`src/shared/sksx_pkg.sv`:
```
package sksx_pkg;
    // ----------------------------------------------------------------
    // operations handled by this execution slice
    // ----------------------------------------------------------------
    typedef enum logic [3:0] {
        OP_NONE,
        OP_DEC_SKIP_ZERO,
        OP_DEC_SKIP_ZERO_TO_ACCUM,
        OP_SET_BYTE,
        OP_SET_BIT,
        OP_INC_SKIP_ZERO,
        OP_INC_SKIP_ZERO_TO_ACCUM,
        OP_BIT_SKIP_NONZERO,
        OP_SUB_MEM,
        OP_SUBTRACT_TO_MEMORY,
        OP_SUB_IMM,
        OP_NIBBLE_SWAP,
        OP_NIBBLE_SWAP_TO_ACCUM,
        OP_SKIP_IF_ZERO,
        OP_MOVE_SKIP_IF_ZERO,
        OP_BIT_SKIP_ZERO
    } sksx_op_t;

    // sequencer states
    typedef enum logic [1:0] {
        ST_IDLE,
        ST_TABLE_WAIT,
        ST_DUMMY
    } sksx_state_t;

    // ----------------------------------------------------------------
    // widths and constants
    // ----------------------------------------------------------------
    localparam int         DATA_W      = 8;
    localparam int         MADDR_W     = 8;
    localparam int         PADDR_W     = 16;
    localparam int         PWORD_W     = 16;
    localparam int         HIGH_W      = PWORD_W - DATA_W;
    localparam logic [7:0] BYTE_ONES   = 8'hFF;
    localparam logic [7:0] BYTE_ONE    = 8'h01;
    localparam logic [7:0] BYTE_ZERO   = 8'h00;
    localparam logic [7:0] ACC_RESET   = 8'h00;
    localparam logic [7:0] HIGH_RESET  = 8'h00;
    // flag vector positions: {signed_wrap, zero, half_carry, carry}
    localparam int         FLAG_C      = 0;
    localparam int         FLAG_AC     = 1;
    localparam int         FLAG_Z      = 2;
    localparam int         FLAG_OV     = 3;
    localparam logic [3:0] FLAG_RESET  = 4'h0;
    localparam int         NIB_LO      = 3;
    localparam int         NIB_HI      = 7;
endpackage : sksx_pkg

```
`src/rtl/sksx_sub_unit.sv`:
```
`timescale 1ns/1ps
module sksx_sub_unit
    import sksx_pkg::*;
(
    input  wire logic [7:0] minuend,
    input  wire logic [7:0] subtrahend,
    output logic      [7:0] diff,
    output logic      [3:0] flags
);
    // ----------------------------------------------------------------
    // subtract with borrow-style carry
    // ----------------------------------------------------------------
    logic [8:0] wide;
    logic [4:0] lowNib;

    // carry set means no borrow
    assign wide   = {1'b0, minuend} + {1'b0, ~subtrahend} + 9'h001;
    assign lowNib = {1'b0, minuend[3:0]} + {1'b0, ~subtrahend[3:0]} + 5'h01;
    assign diff   = wide[7:0];
    assign flags[FLAG_C]  = wide[8];
    assign flags[FLAG_AC] = lowNib[4];
    assign flags[FLAG_Z]  = (wide[7:0] == BYTE_ZERO);
    assign flags[FLAG_OV] = (minuend[7] ^ subtrahend[7]) & (minuend[7] ^ wide[7]);
endmodule : sksx_sub_unit

```
`src/rtl/sksx_cond_unit.sv`:
```
`timescale 1ns/1ps
module sksx_cond_unit
    import sksx_pkg::*;
(
    input  wire sksx_op_t   op,
    input  wire logic [7:0] memByte,
    input  wire logic [2:0] bitSel,
    output logic      [7:0] result,
    output logic            skip
);
    // ----------------------------------------------------------------
    // byte and bit results and skip conditions
    // ----------------------------------------------------------------
    logic [7:0] decVal;
    logic [7:0] incVal;
    logic [7:0] bitMask;
    logic [7:0] swapVal;
    logic       selBit;

    assign decVal  = memByte - BYTE_ONE;
    assign incVal  = memByte + BYTE_ONE;
    assign bitMask = BYTE_ONE << bitSel;
    assign swapVal = {memByte[NIB_LO:0], memByte[NIB_HI:NIB_LO+1]};
    assign selBit  = memByte[bitSel];

    // result selection
    always_comb begin
        result = memByte;
        skip   = 1'b0;
        case (op)
            OP_DEC_SKIP_ZERO, OP_DEC_SKIP_ZERO_TO_ACCUM: begin
                result = decVal;
                skip   = (decVal == BYTE_ZERO);
            end
            OP_INC_SKIP_ZERO, OP_INC_SKIP_ZERO_TO_ACCUM: begin
                result = incVal;
                skip   = (incVal == BYTE_ZERO);
            end
            OP_SET_BYTE:             result = BYTE_ONES;
            OP_SET_BIT:              result = memByte | bitMask;
            OP_NIBBLE_SWAP,
            OP_NIBBLE_SWAP_TO_ACCUM: result = swapVal;
            OP_BIT_SKIP_NONZERO:     skip   = selBit;
            OP_BIT_SKIP_ZERO:        skip   = ~selBit;
            OP_SKIP_IF_ZERO,
            OP_MOVE_SKIP_IF_ZERO:    skip   = (memByte == BYTE_ZERO);
            default: begin
                result = memByte;
                skip   = 1'b0;
            end
        endcase
    end
endmodule : sksx_cond_unit

```
`src/rtl/sksx_exec.sv`:
```
// What this block does
// - taken skip replaces the next instruction with one dummy cycle
// - decrement-skip writes byte minus one, skips on zero, no flags
// - accumulator decrement-skip loads byte minus one, memory kept, skip on zero
// - whole-byte set writes all ones, flags kept
// - bit set forces only the selected bit to one
// - increment-skip writes byte plus one, skips on zero, no flags
// - accumulator increment-skip loads byte plus one, memory kept, skip on zero
// - bit test skips when the selected bit is one
// - register subtraction puts accumulator minus byte in accumulator, updates flags
// - carry clears on borrow, sets when result zero or positive
// - subtract-to-memory writes difference to byte, accumulator kept, flags updated
// - immediate subtraction takes constant from accumulator, updates flags
// - nibble swap exchanges byte halves in place, flags kept
// - accumulator nibble swap loads swapped byte, memory and flags kept
// - byte-zero test skips when the byte is zero
// - move-and-test copies byte to accumulator, skips when zero
// - bit-zero test skips when the selected bit is zero
// - table address from high and low pointers, or low alone
// - table read stores low byte to memory, high part to latch
`timescale 1ns/1ps
module sksx_exec
    import sksx_pkg::*;
#(
    parameter bit HAS_HIGH_PTR = 1'b1
)
(
    input  wire logic             mclk,
    input  wire logic             arst_n,
    // issue from the sequencer
    input  wire logic             issueValid,
    input  wire sksx_op_t         issueOp,
    input  wire logic             issueTableRead,
    input  wire logic [7:0]       memAddr,
    input  wire logic [2:0]       bitSel,
    input  wire logic [7:0]       immData,
    input  wire logic [7:0]       memReadData,
    // table pointers
    input  wire logic [7:0]       tablePointerLow,
    input  wire logic [7:0]       tablePointerHigh,
    // program memory port
    output logic                  progReadReq,
    output logic [PADDR_W-1:0]    progAddr,
    input  wire logic             progReadValid,
    input  wire logic [PWORD_W-1:0] progReadData,
    // data memory write port
    output logic                  memWriteEn,
    output logic [7:0]            memWriteAddr,
    output logic [7:0]            memWriteData,
    // architectural state
    output logic [7:0]            accum,
    output logic [3:0]            statusFlags,
    output logic [HIGH_W-1:0]     tableReadHighLatch,
    // sequencing
    output logic                  ready,
    output logic                  skipTaken,
    output logic                  dummyCycle,
    output logic                  done
);

    // ----------------------------------------------------------------
    // usage notes
    // ----------------------------------------------------------------
    // issue taken on a rising edge with issueValid and ready high
    // memReadData holds the addressed byte during the issue cycle
    // non-table results appear one cycle after issue
    // memory write is a one-cycle pulse, address and data hold after it
    // skip-class ops never touch the status flags
    // subtract carry means no borrow, as does the half carry
    // a taken skip drops ready for exactly one dummy cycle
    // an issue during the dummy cycle is ignored, so re-issue after it
    // table read waits as long as the program memory needs
    // table destination captured at issue, pointers read while waiting
    // pointers must stay put until the program word arrives
    // issueOp is ignored while issueTableRead is high
    // subtraction reads the registered accumulator
    // so back-to-back subtracts chain without a bypass path
    // skipTaken and done are pulses, one cycle wide
    // dummyCycle is high for the whole dummy slot
    // progReadReq is high for the whole table wait
    // progAddr follows the pointers combinationally
    // without a high pointer the upper address byte is zero
    // tableReadHighLatch keeps the last table word's high byte
    // accum and statusFlags change only on a completed op
    // reset clears accumulator, flags and latch
    // no op here raises an interrupt or touches other flags
    // set-byte and set-bit forms write memory, never flags
    // in-place nibble swap writes memory, the accumulator form does not
    // increment and decrement wrap modulo 256
    // ----------------------------------------------------------------
    // local signals
    // ----------------------------------------------------------------
    // sequencer state
    sksx_state_t state_reg;
    sksx_state_t state_next;

    // architectural registers
    logic [7:0]         accum_reg;
    logic [7:0]         accum_next;
    logic [3:0]         flags_reg;
    logic [3:0]         flags_next;
    logic [HIGH_W-1:0]  high_reg;
    logic [HIGH_W-1:0]  high_next;

    // data memory write port registers
    logic               wrEn_reg;
    logic               wrEn_next;
    logic [7:0]         wrAddr_reg;
    logic [7:0]         wrAddr_next;
    logic [7:0]         wrData_reg;
    logic [7:0]         wrData_next;

    // one-cycle pulses and table destination
    logic               skip_reg;
    logic               skip_next;
    logic               done_reg;
    logic               done_next;
    logic [7:0]         tabAddr_reg;
    logic [7:0]         tabAddr_next;

    // datapath unit results
    logic [7:0]         condResult;
    logic               condSkip;
    logic [7:0]         subOperand;
    logic [7:0]         subDiff;
    logic [3:0]         subFlags;

    // decoded operation classes
    logic               isSub;
    logic               isMemWrite;
    logic               isAccWrite;
    logic               accept;

    // ----------------------------------------------------------------
    // datapath units
    // ----------------------------------------------------------------
    // byte and bit operations with skip test
    sksx_cond_unit u_cond (
        .op      (issueOp),
        .memByte (memReadData),
        .bitSel  (bitSel),
        .result  (condResult),
        .skip    (condSkip)
    );

    // immediate or memory operand
    assign subOperand = (issueOp == OP_SUB_IMM) ? immData : memReadData;

    // shared subtractor for all three forms
    sksx_sub_unit u_sub (
        .minuend    (accum_reg),
        .subtrahend (subOperand),
        .diff       (subDiff),
        .flags      (subFlags)
    );

    // ----------------------------------------------------------------
    // decode
    // ----------------------------------------------------------------
    // issue accepted only in idle
    assign accept = issueValid && (state_reg == ST_IDLE);
    // subtraction family
    assign isSub  = (issueOp == OP_SUB_MEM) || (issueOp == OP_SUBTRACT_TO_MEMORY)
                  || (issueOp == OP_SUB_IMM);
    // ops writing data memory
    assign isMemWrite = (issueOp == OP_DEC_SKIP_ZERO) || (issueOp == OP_INC_SKIP_ZERO)
                      || (issueOp == OP_SET_BYTE) || (issueOp == OP_SET_BIT)
                      || (issueOp == OP_NIBBLE_SWAP);
    // ops loading the accumulator
    assign isAccWrite = (issueOp == OP_DEC_SKIP_ZERO_TO_ACCUM)
                      || (issueOp == OP_INC_SKIP_ZERO_TO_ACCUM)
                      || (issueOp == OP_NIBBLE_SWAP_TO_ACCUM)
                      || (issueOp == OP_MOVE_SKIP_IF_ZERO);

    // table address from pointers
    assign progAddr = HAS_HIGH_PTR ? {tablePointerHigh, tablePointerLow}
                                   : {8'h00, tablePointerLow};
    assign progReadReq = (state_reg == ST_TABLE_WAIT);

    // ----------------------------------------------------------------
    // next-state and result logic
    // ----------------------------------------------------------------
    always_comb begin
        state_next   = state_reg;
        accum_next   = accum_reg;
        flags_next   = flags_reg;
        high_next    = high_reg;
        wrEn_next    = 1'b0;
        wrAddr_next  = wrAddr_reg;
        wrData_next  = wrData_reg;
        skip_next    = 1'b0;
        done_next    = 1'b0;
        tabAddr_next = tabAddr_reg;
        case (state_reg)
            // issue: table read or single-cycle op
            ST_IDLE: begin
                if (accept && issueTableRead) begin
                    tabAddr_next = memAddr;
                    state_next   = ST_TABLE_WAIT;
                end else if (accept) begin
                    done_next = 1'b1;
                    // subtraction updates all four flags
                    if (isSub) begin
                        flags_next = subFlags;
                        if (issueOp == OP_SUBTRACT_TO_MEMORY) begin
                            wrEn_next   = 1'b1;
                            wrAddr_next = memAddr;
                            wrData_next = subDiff;
                        end else begin
                            accum_next = subDiff;
                        end
                    end
                    // byte results back to data memory
                    if (isMemWrite) begin
                        wrEn_next   = 1'b1;
                        wrAddr_next = memAddr;
                        wrData_next = condResult;
                    end
                    // byte results into the accumulator
                    if (isAccWrite) begin
                        accum_next = condResult;
                    end
                    // taken skip: hold off the next issue one cycle
                    if (condSkip) begin
                        skip_next  = 1'b1;
                        state_next = ST_DUMMY;
                    end else begin
                        state_next = ST_IDLE;
                    end
                end
            end
            // wait for the program word, then split it
            ST_TABLE_WAIT: begin
                if (progReadValid) begin
                    wrEn_next   = 1'b1;
                    wrAddr_next = tabAddr_reg;
                    wrData_next = progReadData[DATA_W-1:0];
                    high_next   = progReadData[PWORD_W-1:DATA_W];
                    done_next   = 1'b1;
                    state_next  = ST_IDLE;
                end
            end
            // dummy slot in place of the skipped instruction
            ST_DUMMY: begin
                state_next = ST_IDLE;
            end
            default: state_next = ST_IDLE;
        endcase
    end

    // ----------------------------------------------------------------
    // registers
    // ----------------------------------------------------------------
    // all state, cleared by the asynchronous reset
    always_ff @(posedge mclk or negedge arst_n) begin
        if (!arst_n) begin
            state_reg   <= ST_IDLE;
            accum_reg   <= ACC_RESET;
            flags_reg   <= FLAG_RESET;
            high_reg    <= HIGH_RESET;
            wrEn_reg    <= 1'b0;
            wrAddr_reg  <= BYTE_ZERO;
            wrData_reg  <= BYTE_ZERO;
            skip_reg    <= 1'b0;
            done_reg    <= 1'b0;
            tabAddr_reg <= BYTE_ZERO;
        end else begin
            state_reg   <= state_next;
            accum_reg   <= accum_next;
            flags_reg   <= flags_next;
            high_reg    <= high_next;
            wrEn_reg    <= wrEn_next;
            wrAddr_reg  <= wrAddr_next;
            wrData_reg  <= wrData_next;
            skip_reg    <= skip_next;
            done_reg    <= done_next;
            tabAddr_reg <= tabAddr_next;
        end
    end

    // ----------------------------------------------------------------
    // outputs
    // ----------------------------------------------------------------
    // architectural state
    assign accum              = accum_reg;
    assign statusFlags        = flags_reg;
    assign tableReadHighLatch = high_reg;

    // data memory write port
    assign memWriteEn         = wrEn_reg;
    assign memWriteAddr       = wrAddr_reg;
    assign memWriteData       = wrData_reg;

    // sequencing
    assign skipTaken          = skip_reg;
    assign done               = done_reg;
    assign dummyCycle         = (state_reg == ST_DUMMY);
    assign ready              = (state_reg == ST_IDLE);
endmodule : sksx_exec

```
`config.mk`:
```
export PLATFORM = sky130hd
export DESIGN_NAME = sksx_exec
export DESIGN_NICKNAME = d
export VERILOG_FILES = /design/src/shared/sksx_pkg.sv /design/src/rtl/sksx_sub_unit.sv /design/src/rtl/sksx_cond_unit.sv /design/src/rtl/sksx_exec.sv
export SDC_FILE = /design/constraint.sdc
export NUM_CORES = 1
export LEC_CHECK = 0
export BUFFER_PORTS_ARGS = -buffer_cell sky130_fd_sc_hd__buf_2
export CAP_MARGIN = 20
export CORE_ASPECT_RATIO = 1.4
export CORE_MARGIN = 3
export CORE_UTILIZATION = 56
export DETAILED_ROUTE_END_ITERATION = 10
export HOLD_SLACK_MARGIN = 0.02
export MAX_ROUTING_LAYER = met4
export PLACE_DENSITY = 0.87
export SLEW_MARGIN = 20
export SYNTH_ARGS = -nofsm -noshare
export SYNTH_HDL_FRONTEND = slang
export SYNTH_SLANG_ARGS = --single-unit
```
`constraint.sdc`:
```
create_clock -name mclk -period 7 [get_ports mclk]
set_clock_uncertainty 0.2 [all_clocks]
set_input_delay 1.75 -clock mclk [delete_from_list [all_inputs] [get_ports mclk]]
set_output_delay 1.75 -clock mclk [all_outputs]
set_load 0.02 [all_outputs]
```
==> results_dict.tcl, run 1 <==
set metrics [dict create \
    status "completed" \
    gp_congestion 1.00 \
    synth.yosys.warnings 0 \
    hold_end "statusFlags[2]$_DFFE_PN0P_" \
    dr.pass1.iters 4 \
    pwr-share-comb_pct 48.3 \
    power_switching_uw 546 \
    sw_frac_of_total_pct 42.0 \
    fin_tns_setup_ps 0 \
    ys_seq_area_share_pct 31.4 \
    critical-path-top-delay-family "compound AO/OA/AOI/OAI gates" \
    cp-end-kind "register" \
    areaGrowthSynthToFinish_pct 11.8 \
    hold_class "reg2reg" \
    critical-path-max-stage-delay_ps 420 \
    synth-main-ff-cell "dfrtp_1" \
    grtUsageMet3_pct 4.14 \
    crit_required_ps 6990 \
    cp_slowest_cell "fa_1" \
    syn_avg_cell_area_um2 8.30 \
    synth.distinct_cells 67 \
    critPathKind "in2reg" \
    max_clock_freq_ghz 0.213 \
    regToRegEndpoint "memWriteData[2]$_DFFE_PN0P_" \
    hold_viol 0 \
    whs_path_depth 2 \
    syn_area_mm2 0.00391 \
    fin_crit_ps 4700 \
    ant_nets 0 \
    root_buffer "clkbuf_8" \
    layout_common_cells "buf_2, nor2_1, dfrtp_1" \
    intPower_uw 755 \
    wirelength_mm 11.5 \
    rr_startpoint "state_reg[0]$_DFFE_PN0P_" \
    die_h_um 105 \
    worst_slew_pin_slew_ps 960 \
    path_buf_inv 4 \
    vias 3889 \
    viasPerCell 6.30 \
    syn_inst 471 \
    clk_latency_ps 310 \
    relSlewSlack_pct 35.6 \
    grtUsageMet1_pct 32.2 \
    clk_pin_slew_ps 80 \
    fin_nets 605 \
    p_per_area_mw_per_mm2 298 \
    worst_setup_path_start_kind "input port" \
    cp.arrival_ps 4690 \
    vdd_drop_max_uv 140 \
    drive_above_1_share_pct 24.8 \
    io_pins 126 \
    grt_pass1_wl_mm 18.7 \
    grt.total_usage_pct 29.7 \
    reg2reg_depth 7 \
    antenna_found_initial 0 \
    top_usage_layer "met2" \
    synth_fp_nets 552 \
    cts_setup_buffers 0 \
    maxSlewViolCount 0 \
    tritoncts "built" \
    hold_buffers 0 \
    p_leak_uw 0.00195 \
    fin_util_pct 65.2 \
    cts_buffer_depth 2 \
    hold_start "statusFlags[2]$_DFFE_PN0P_" \
    maxCapViolCount 0 \
    rsz0062_at_grt "no" \
    worstPathCellList "buf_2 -> inv_1 -> nor3_1 -> buf_4 -> nand2_1 -> o21ai_0 -> ha_1 -> inv_1 -> fa_1 -> a211o_1 -> o211ai_1 -> a21oi_1 -> xnor2_1 -> a31oi_1 -> a22o_1" \
    grt_start_max_net_pins 50 \
    period_share_pct 67.1 \
    num_rows 35 \
    antennaDiodeCount 0 \
    reg2reg_slack_ps 4070 \
    ys_seq_elements 49 \
    drt-initial-drc-count 212 \
    port_buffers 93 \
    drc 0 \
    cp_common_cell "inv_1" \
    yosysTopAreaCellShare_pct 31.4 \
    die-area_mm2 0.00803 \
    wire_per_inst_um 18.7 \
    synth_edf_count 0 \
    cp_max_fo 24 \
    core_area_mm2 0.00670 \
    htreeDepth 2 \
    grt_pass1_vias 3758 \
    met2_usage_pct 51.6 \
    power_uw 1300 \
    setup_violations 0 \
    p_clk_share_pct 18.5 \
    cts_resized 0 \
    async_reset_ff_share_pct 100 \
    clock-sinks 49 \
    yosysTopAreaCell "dfrtp_1" \
    final_common_cell "buf_2" \
    numCtsBuffers 5 \
    power_frac_seq_pct 33.2 \
    die_w_um 76.6 \
    gr-total-overflow 0 \
    dp_hpwl_mm 8.94 \
    start_util_pct 58.3 \
    synth.top_cells.by_area "dfrtp_1, nor2_1, mux2_2" \
]
[power groups by stage]
stage | Clock (uW) | Sequential, uW | Combinational (uW)
global route | 254 | 444 | 685
global placement | 0 | 431 | 614
floorplan | 0 | 521 | 356
detailed placement | 0 | 438 | 625
CTS | 242 | 432 | 627
finish | 241 | 432 | 628
[cells in the mapped netlist (3+ instances only)]
cell type	n
nor2_1	55
dfrtp_1	49
nand2_1	44
o21ai_0	29
a21oi_1	25
clkbuf_1	21
buf_4	16
mux2_2	16
nor3_1	15
inv_1	14
ha_1	12
nand3_1	12
a31oi_1	11
a211oi_1	10
xnor2_1	10
buf_2	9
mux2i_1	9
or3_1	9
xor2_1	6
a21o_1	5
and3_1	5
nand2b_1	5
o22ai_1	5
o21a_1	4
o31ai_1	4
o32ai_1	4
a22oi_1	3
nor2b_1	3
nor4_1	3
o211ai_1	3
or4_1	3
[per-layer routing]
layer  part of all wire, %  up-vias
met1                    38     1819
met4                   5.9        0
li1                      -     1822
met2                    50      199
met5                     0        -
met3                   6.3       49
[cell families after synthesis]
group | count (synthesis) | share of synthesized area [%]
DFF | 49 | 31.4
muxes | 27 | 8.07
xor gates and xnor gates | 16 | 3.59
AOI/OAI and AO/OA | 136 | 23.7
and+or+nand+nor | 167 | 20.7
buffers and inverters | 63 | 8.26
adders and majority gates | 13 | 4.35
[per-stage QoR]
stage	std cells	setup WS, ps	instance area [um2]	hold WS, ps
6_report	617	2300	4370	286
3_5_place_dp	609	2070	4230	263
4_1_cts	617	2380	4370	283
2_1_floorplan	471	2070	3910	281
3_3_place_gp	609	2140	4230	263
5_1_grt	617	2050	4370	310
[how the worst max path moves through the flow]
stage,start,to,slack (ps),cells past startpoint
global placement,issueOp[1],memWriteData[6]$_DFFE_PN0P_,2140,15
detailed placement,issueOp[1],memWriteData[5]$_DFFE_PN0P_,2070,13
finish,issueOp[1],memWriteData[6]$_DFFE_PN0P_,2300,15
global route,issueOp[1],memWriteData[5]$_DFFE_PN0P_,2050,13
floorplan,issueOp[0],memWriteData[6]$_DFFE_PN0P_,2070,16
CTS,issueOp[1],memWriteData[6]$_DFFE_PN0P_,2380,15
[final cells by class]
cell class	instances	area [um2]
Tap cell	92	115
Clock buffer	5	68.8
Sequential cell	49	1230
Timing Repair Buffer	94	475
Clock inverter	3	68.8
Inverter	15	56.3
Fill cell	562	2330
Multi-Input combinational cell	359	2360
[worst min-delay path, stage by stage, from the launching register on]
cell and delay, ps:
dfrtp_1 340, nand2_1 60, o21ai_2 50
(Power assumes the default switching activity.)
==> run 2, diff against run 1 <==
CORE_UTILIZATION = 47   (was 56)
PLACE_DENSITY = 0.78   (was 0.87)
clock period = 4.1 ns   (was 7 ns; I/O delays follow)
==> run 2 against run 1 <==
Effect of this change: non-clock buffer count grew 10; combinational power grew 75%; routed wire length increased by 0.23%; critical path depth did not move; critical endpoint unchanged.
==> results_dict.tcl, run 2 (synthesis gave the netlist of run 1 again) <==
set metrics [dict create \
    status "completed" \
    antennaDiodeCount 0 \
    port_buffers 93 \
    htreeDepth 2 \
    worstPathCellList "buf_2 -> nand2b_1 -> nor3_1 -> buf_4 -> nand2_1 -> o21ai_0 -> ha_1 -> inv_1 -> fa_1 -> a211o_1 -> o211ai_1 -> a21oi_1 -> xnor2_1 -> a31oi_1 -> a22o_1" \
    period_share_pct 90.6 \
    maxSlewViolCount 0 \
    die_h_um 114 \
    ant_nets 0 \
    wire_per_inst_um 18.2 \
    cp.arrival_ps 3710 \
    place_inst 627 \
    grt_start_max_net_pins 50 \
    grt_pass1_wl_mm 18.8 \
    cp_max_fo 11 \
    tritoncts "built" \
    die-area_mm2 0.00946 \
    maxCapViolCount 0 \
    final_common_cell "buf_2" \
    hold_class "reg2reg" \
    cp-end-kind "register" \
    final_area_mm2 0.00440 \
    areaGrowthSynthToFinish_pct 12.7 \
    drc 0 \
    fin_tns_setup_ps 0 \
    wirelength_mm 11.6 \
    relSlewSlack_pct 36.7 \
    grt_pass1_vias 3764 \
    vias 3924 \
    root_buffer "clkbuf_8" \
    numCtsBuffers 5 \
    clk_pin_slew_ps 90 \
    grt.total_usage_pct 25.0 \
    layout_common_cells "buf_2, nor2_1, dfrtp_1" \
    cts_resized 0 \
    io_pins 126 \
    gr-total-overflow 0 \
    cts_buffer_depth 2 \
    worst_setup_path_start_kind "input port" \
    num_rows 38 \
    critical-path-max-stage-delay_ps 430 \
    dp_hpwl_mm 8.87 \
    start_util_pct 49.2 \
    fin_nets 615 \
    drive_above_1_share_pct 26.0 \
    p_per_area_mw_per_mm2 481 \
    hold_buffers 0 \
    drt-initial-drc-count 352 \
    die_w_um 83.1 \
    max_clock_freq_ghz 0.269 \
    core_area_mm2 0.00794 \
    fin_crit_ps 3720 \
    place_area_mm2 0.00432 \
    cts_setup_buffers 0 \
    viasPerCell 6.18 \
    worst_slew_pin_slew_ps 943 \
    dr.pass1.iters 5 \
    antenna_found_initial 0 \
    p_leak_uw 0.00197 \
    setup_violations 0 \
    critPathKind "in2reg" \
    clock-sinks 49 \
    rsz0062_at_grt "no" \
    gp_congestion 1.02 \
    clk_latency_ps 300 \
    cp_slowest_cell "fa_1" \
    crit_required_ps 4090 \
    hold_viol 0 \
    final_cells 635 \
    vdd_drop_max_uv 285 \
]
==> run 2: cell count changes in the layout (fill, tap and decap cells not counted) <==
cell and change:
buf_4 +10, bufinv_16 -2, clkbuf_1 +1, clkinv_2 +1
==> run 2: critical path: cells and delay by family <==
kind                     cells  cell delay, ps
AO/OA/AOI/OAI                6             940
XOR/XNOR                     1             280
adder cells (fa/ha/maj)      2             620
buffers and inverters        3             390
AND/OR/NAND/NOR              3             460
==> run 2: path summary, 6_finish.rpt <==
check | cells after the start | from | slack [ps] | endpoint
setup / recovery | 15 | issueOp[2] | 380 | memWriteData[6]$_DFFE_PN0P_
hold / removal | 2 | statusFlags[1]$_DFFE_PN0P_ | 290 | statusFlags[1]$_DFFE_PN0P_
setup reg to reg | 10 | accum[0]$_DFFE_PN0P_ | 1440 | memWriteData[6]$_DFFE_PN0P_
hold reg to reg | 2 | statusFlags[1]$_DFFE_PN0P_ | 290 | statusFlags[1]$_DFFE_PN0P_
max in group asynchronous | 1 | arst_n | 2760 | accum[1]$_DFFE_PN0P_
min in group asynchronous | 1 | arst_n | 530 | tableReadHighLatch[0]$_DFFE_PN0P_
==> run 2: power breakdown <==
group          leakage, uW  switching (uW)  internal, uW
combinational      0.00135             681           420
clock            0.0000456             161           122
sequential        0.000577             102           632
total              0.00197             944          1170
==> run 2: layout make-up <==
type | count | area (um2)
Sequential cell | 49 | 1230
Multi-Input combinational cell | 359 | 2360
Inverter | 15 | 56.3
Fill cell | 737 | 3540
Tap cell | 100 | 125
Timing Repair Buffer | 104 | 551
Clock buffer | 6 | 72.6
Clock inverter | 2 | 13.8
==> run 2: through the flow <==
step / hold slack, ps / total power, uW / worst slack [ps] / utilization [%]
global placement: 264 / 1800 / 179 / 54.3
detailed placement: 276 / 1830 / 115 / 54.3
CTS: 296 / 2110 / 410 / 55.4
finish: 290 / 2120 / 385 / 55.5
floorplan: 281 / 1500 / 15.1 / -
global route: 318 / 2260 / 139 / 55.5
==> run 2: metal layers <==
layer  share of wire [%]  wire length [um]  up-vias  global-route usage (%)
li1                    -                 -     1827                       -
met1                  38              4430     1864                    29.1
met2                  50              5820      206                    42.6
met3                 7.8               905       27                    3.54
met4                 3.5               399        0                    11.6
met5                   0                 0        -                       -
==> run 3, diff against run 2 <==
CELL_PAD_IN_SITES_DETAIL_PLACEMENT = 1   (was unset)
CELL_PAD_IN_SITES_GLOBAL_PLACEMENT = 1   (was unset)
CORE_UTILIZATION = 34   (was 47)
PLACE_DENSITY = unset   (was 0.78)
PLACE_DENSITY_LB_ADDON = 0.1   (was unset)
==> run 3 against run 2 <==
Effect of this change: cell count rose by 8.3%; die area rose by 36%; global-route usage is 3.3 points lower; routed wire length up 18%; highest routed layer unchanged; combinational power up 5%; largest cell class unchanged.
==> results_dict.tcl, run 3 (synthesis gave the netlist of run 1 again) <==
set metrics [dict create \
    status "completed" \
    ant_nets 0 \
    vdd_drop_max_uv 170 \
    p_per_area_mw_per_mm2 499 \
    relSlewSlack_pct 49.7 \
    reg2reg_depth 7 \
    fin_crit_ps 3870 \
    reg2reg_slack_ps 1240 \
    drc 0 \
    clk_latency_ps 280 \
    cts_setup_buffers 0 \
    tritoncts "built" \
    maxSlewViolCount 0 \
    final_common_cell "buf_2" \
    cp.arrival_ps 3840 \
    pwr-share-comb_pct 49.9 \
    hold_buffers 0 \
    grt.total_usage_pct 21.7 \
    fin_nets 628 \
    htreeDepth 2 \
    root_buffer "clkbuf_16" \
    num_rows 45 \
    die-area_mm2 0.0128 \
    grt_pass1_wl_mm 22.0 \
    antennaDiodeCount 0 \
    dpl_worst_slack_ps -56.2 \
    grt_pass1_vias 4112 \
    dr.pass1.iters 4 \
    die_w_um 96.6 \
    power_uw 2300 \
    grtUsageMet1_pct 25.0 \
    p_leak_uw 0.00206 \
    fin_ws_ps 234 \
    rr_startpoint "state_reg[0]$_DFFE_PN0P_" \
    io_pins 126 \
    final_cells 688 \
    start_util_pct 35.4 \
    cts_buffer_depth 2 \
    grtUsageMet3_pct 2.85 \
    max_clock_freq_ghz 0.259 \
    maxCapViolCount 0 \
    power_switching_uw 969 \
    regToRegEndpoint "memWriteData[5]$_DFFE_PN0P_" \
    critPathKind "in2reg" \
    cp-startpoint "issueOp[2]" \
    worst_slew_pin_slew_ps 750 \
    layout_common_cells "buf_2, nor2_1, dfrtp_1" \
    vias 3920 \
    core_area_mm2 0.0110 \
    cts_resized 0 \
    die_h_um 133 \
    wirelength_mm 13.6 \
    drt-initial-drc-count 143 \
    place_area_mm2 0.00446 \
    clock-sinks 49 \
    numCtsBuffers 5 \
    wire_per_inst_um 19.8 \
    gr-total-overflow 0 \
    sw_frac_of_total_pct 42.1 \
    port_buffers 93 \
    cp-end-kind "register" \
    areaGrowthSynthToFinish_pct 18.0 \
    drive_above_1_share_pct 27.8 \
    dp_hpwl_mm 10.7 \
    rsz0062_at_grt "no" \
    grt_start_max_net_pins 29 \
    top_usage_layer "met2" \
    cp_max_fo 6 \
    hold_class "reg2reg" \
    viasPerCell 5.70 \
    intPower_uw 1330 \
    hold_viol 0 \
    power_frac_seq_pct 32.2 \
    gp_congestion 0.933 \
    p_clk_share_pct 17.9 \
    final_area_mm2 0.00461 \
    met2_usage_pct 37.6 \
    setup_violations 0 \
    place_inst 681 \
    crit_required_ps 4070 \
    antenna_found_initial 0 \
    crit_end "memWriteData[6]$_DFFE_PN0P_" \
    worst_setup_path_start_kind "input port" \
    clk_pin_slew_ps 60 \
    period_share_pct 94.3 \
]
run 3: cell count changes in the layout (fill, tap and decap cells not counted):
cell	previous run	this run
buf_4	12	24
buf_2	92	93
inv_6	1	0
clkbuf_8	5	1
clkbuf_1	1	0
clkinv_2	1	0
clkbuf_16	0	5
clkinvlp_4	0	1
run 3: area by class of cell:
class                           count  area [um2]
Inverter                           15        56.3
Clock buffer                        6         139
Clock inverter                      1        7.51
Multi-Input combinational cell    359        2360
Timing Repair Buffer              117         646
Sequential cell                    49        1230
Tap cell                          141         176
Fill cell                        1381        6420
run 3: through the flow:
| step | setup TNS [ps] | hold WS (ps) | utilization, % |
|---|---|---|---|
| 2_1_floorplan | 0 | 281 | - |
| 3_3_place_gp | 0 | 264 | 40.5 |
| 3_5_place_dp | -80.6 | 279 | 40.5 |
| 4_1_cts | 0 | 294 | 41.8 |
| 5_1_grt | 0 | 325 | 41.8 |
| 6_report | 0 | 289 | 41.8 |
run 3: routing by layer:
metal | wire (um) | part of all wire (%) | vias to the layer above
met5 | 0 | 0 | -
met4 | 482 | 3.5 | 0
met3 | 636 | 4.7 | 27
met2 | 6990 | 51 | 140
met1 | 5530 | 41 | 1899
li1 | - | - | 1854
run 3: power groups by stage:
| stage | Clock [uW] | Combinational (uW) | Sequential (uW) |
|---|---|---|---|
| 2_1_floorplan | 0 | 608 | 889 |
| 3_3_place_gp | 0 | 1140 | 745 |
| 3_5_place_dp | 0 | 1160 | 754 |
| 4_1_cts | 421 | 1170 | 745 |
| 5_1_grt | 441 | 1260 | 762 |
| 6_report | 412 | 1150 | 740 |
run 3: worst min-delay path by stage:
| stage | start | endpoint | slack (ps) | depth (start not counted) |
|---|---|---|---|---|
| after detailed placement | statusFlags[2]$_DFFE_PN0P_ | statusFlags[2]$_DFFE_PN0P_ | 280 | 2 |
| after CTS | memWriteData[7]$_DFFE_PN0P_ | memWriteData[7]$_DFFE_PN0P_ | 290 | 2 |
| after global placement | memWriteData[7]$_DFFE_PN0P_ | memWriteData[7]$_DFFE_PN0P_ | 260 | 2 |
| after global routing | tableReadHighLatch[4]$_DFFE_PN0P_ | tableReadHighLatch[4]$_DFFE_PN0P_ | 320 | 1 |
| after floorplan | tabAddr_reg[0]$_DFFE_PN0P_ | tabAddr_reg[0]$_DFFE_PN0P_ | 280 | 1 |
| final | memWriteData[7]$_DFFE_PN0P_ | memWriteData[7]$_DFFE_PN0P_ | 290 | 2 |
run 3: worst max-delay path, stage by stage:
cell      delay, ps
buf_2           100
nand2b_1        220
nor3_1          360
buf_4           220
nand2_1          50
o21ai_0          80
ha_1            200
inv_1            60
fa_1            390
a211o_1         300
o211ai_1        130
a21oi_1         120
xnor2_1         260
a31oi_1         120
a22o_1          210
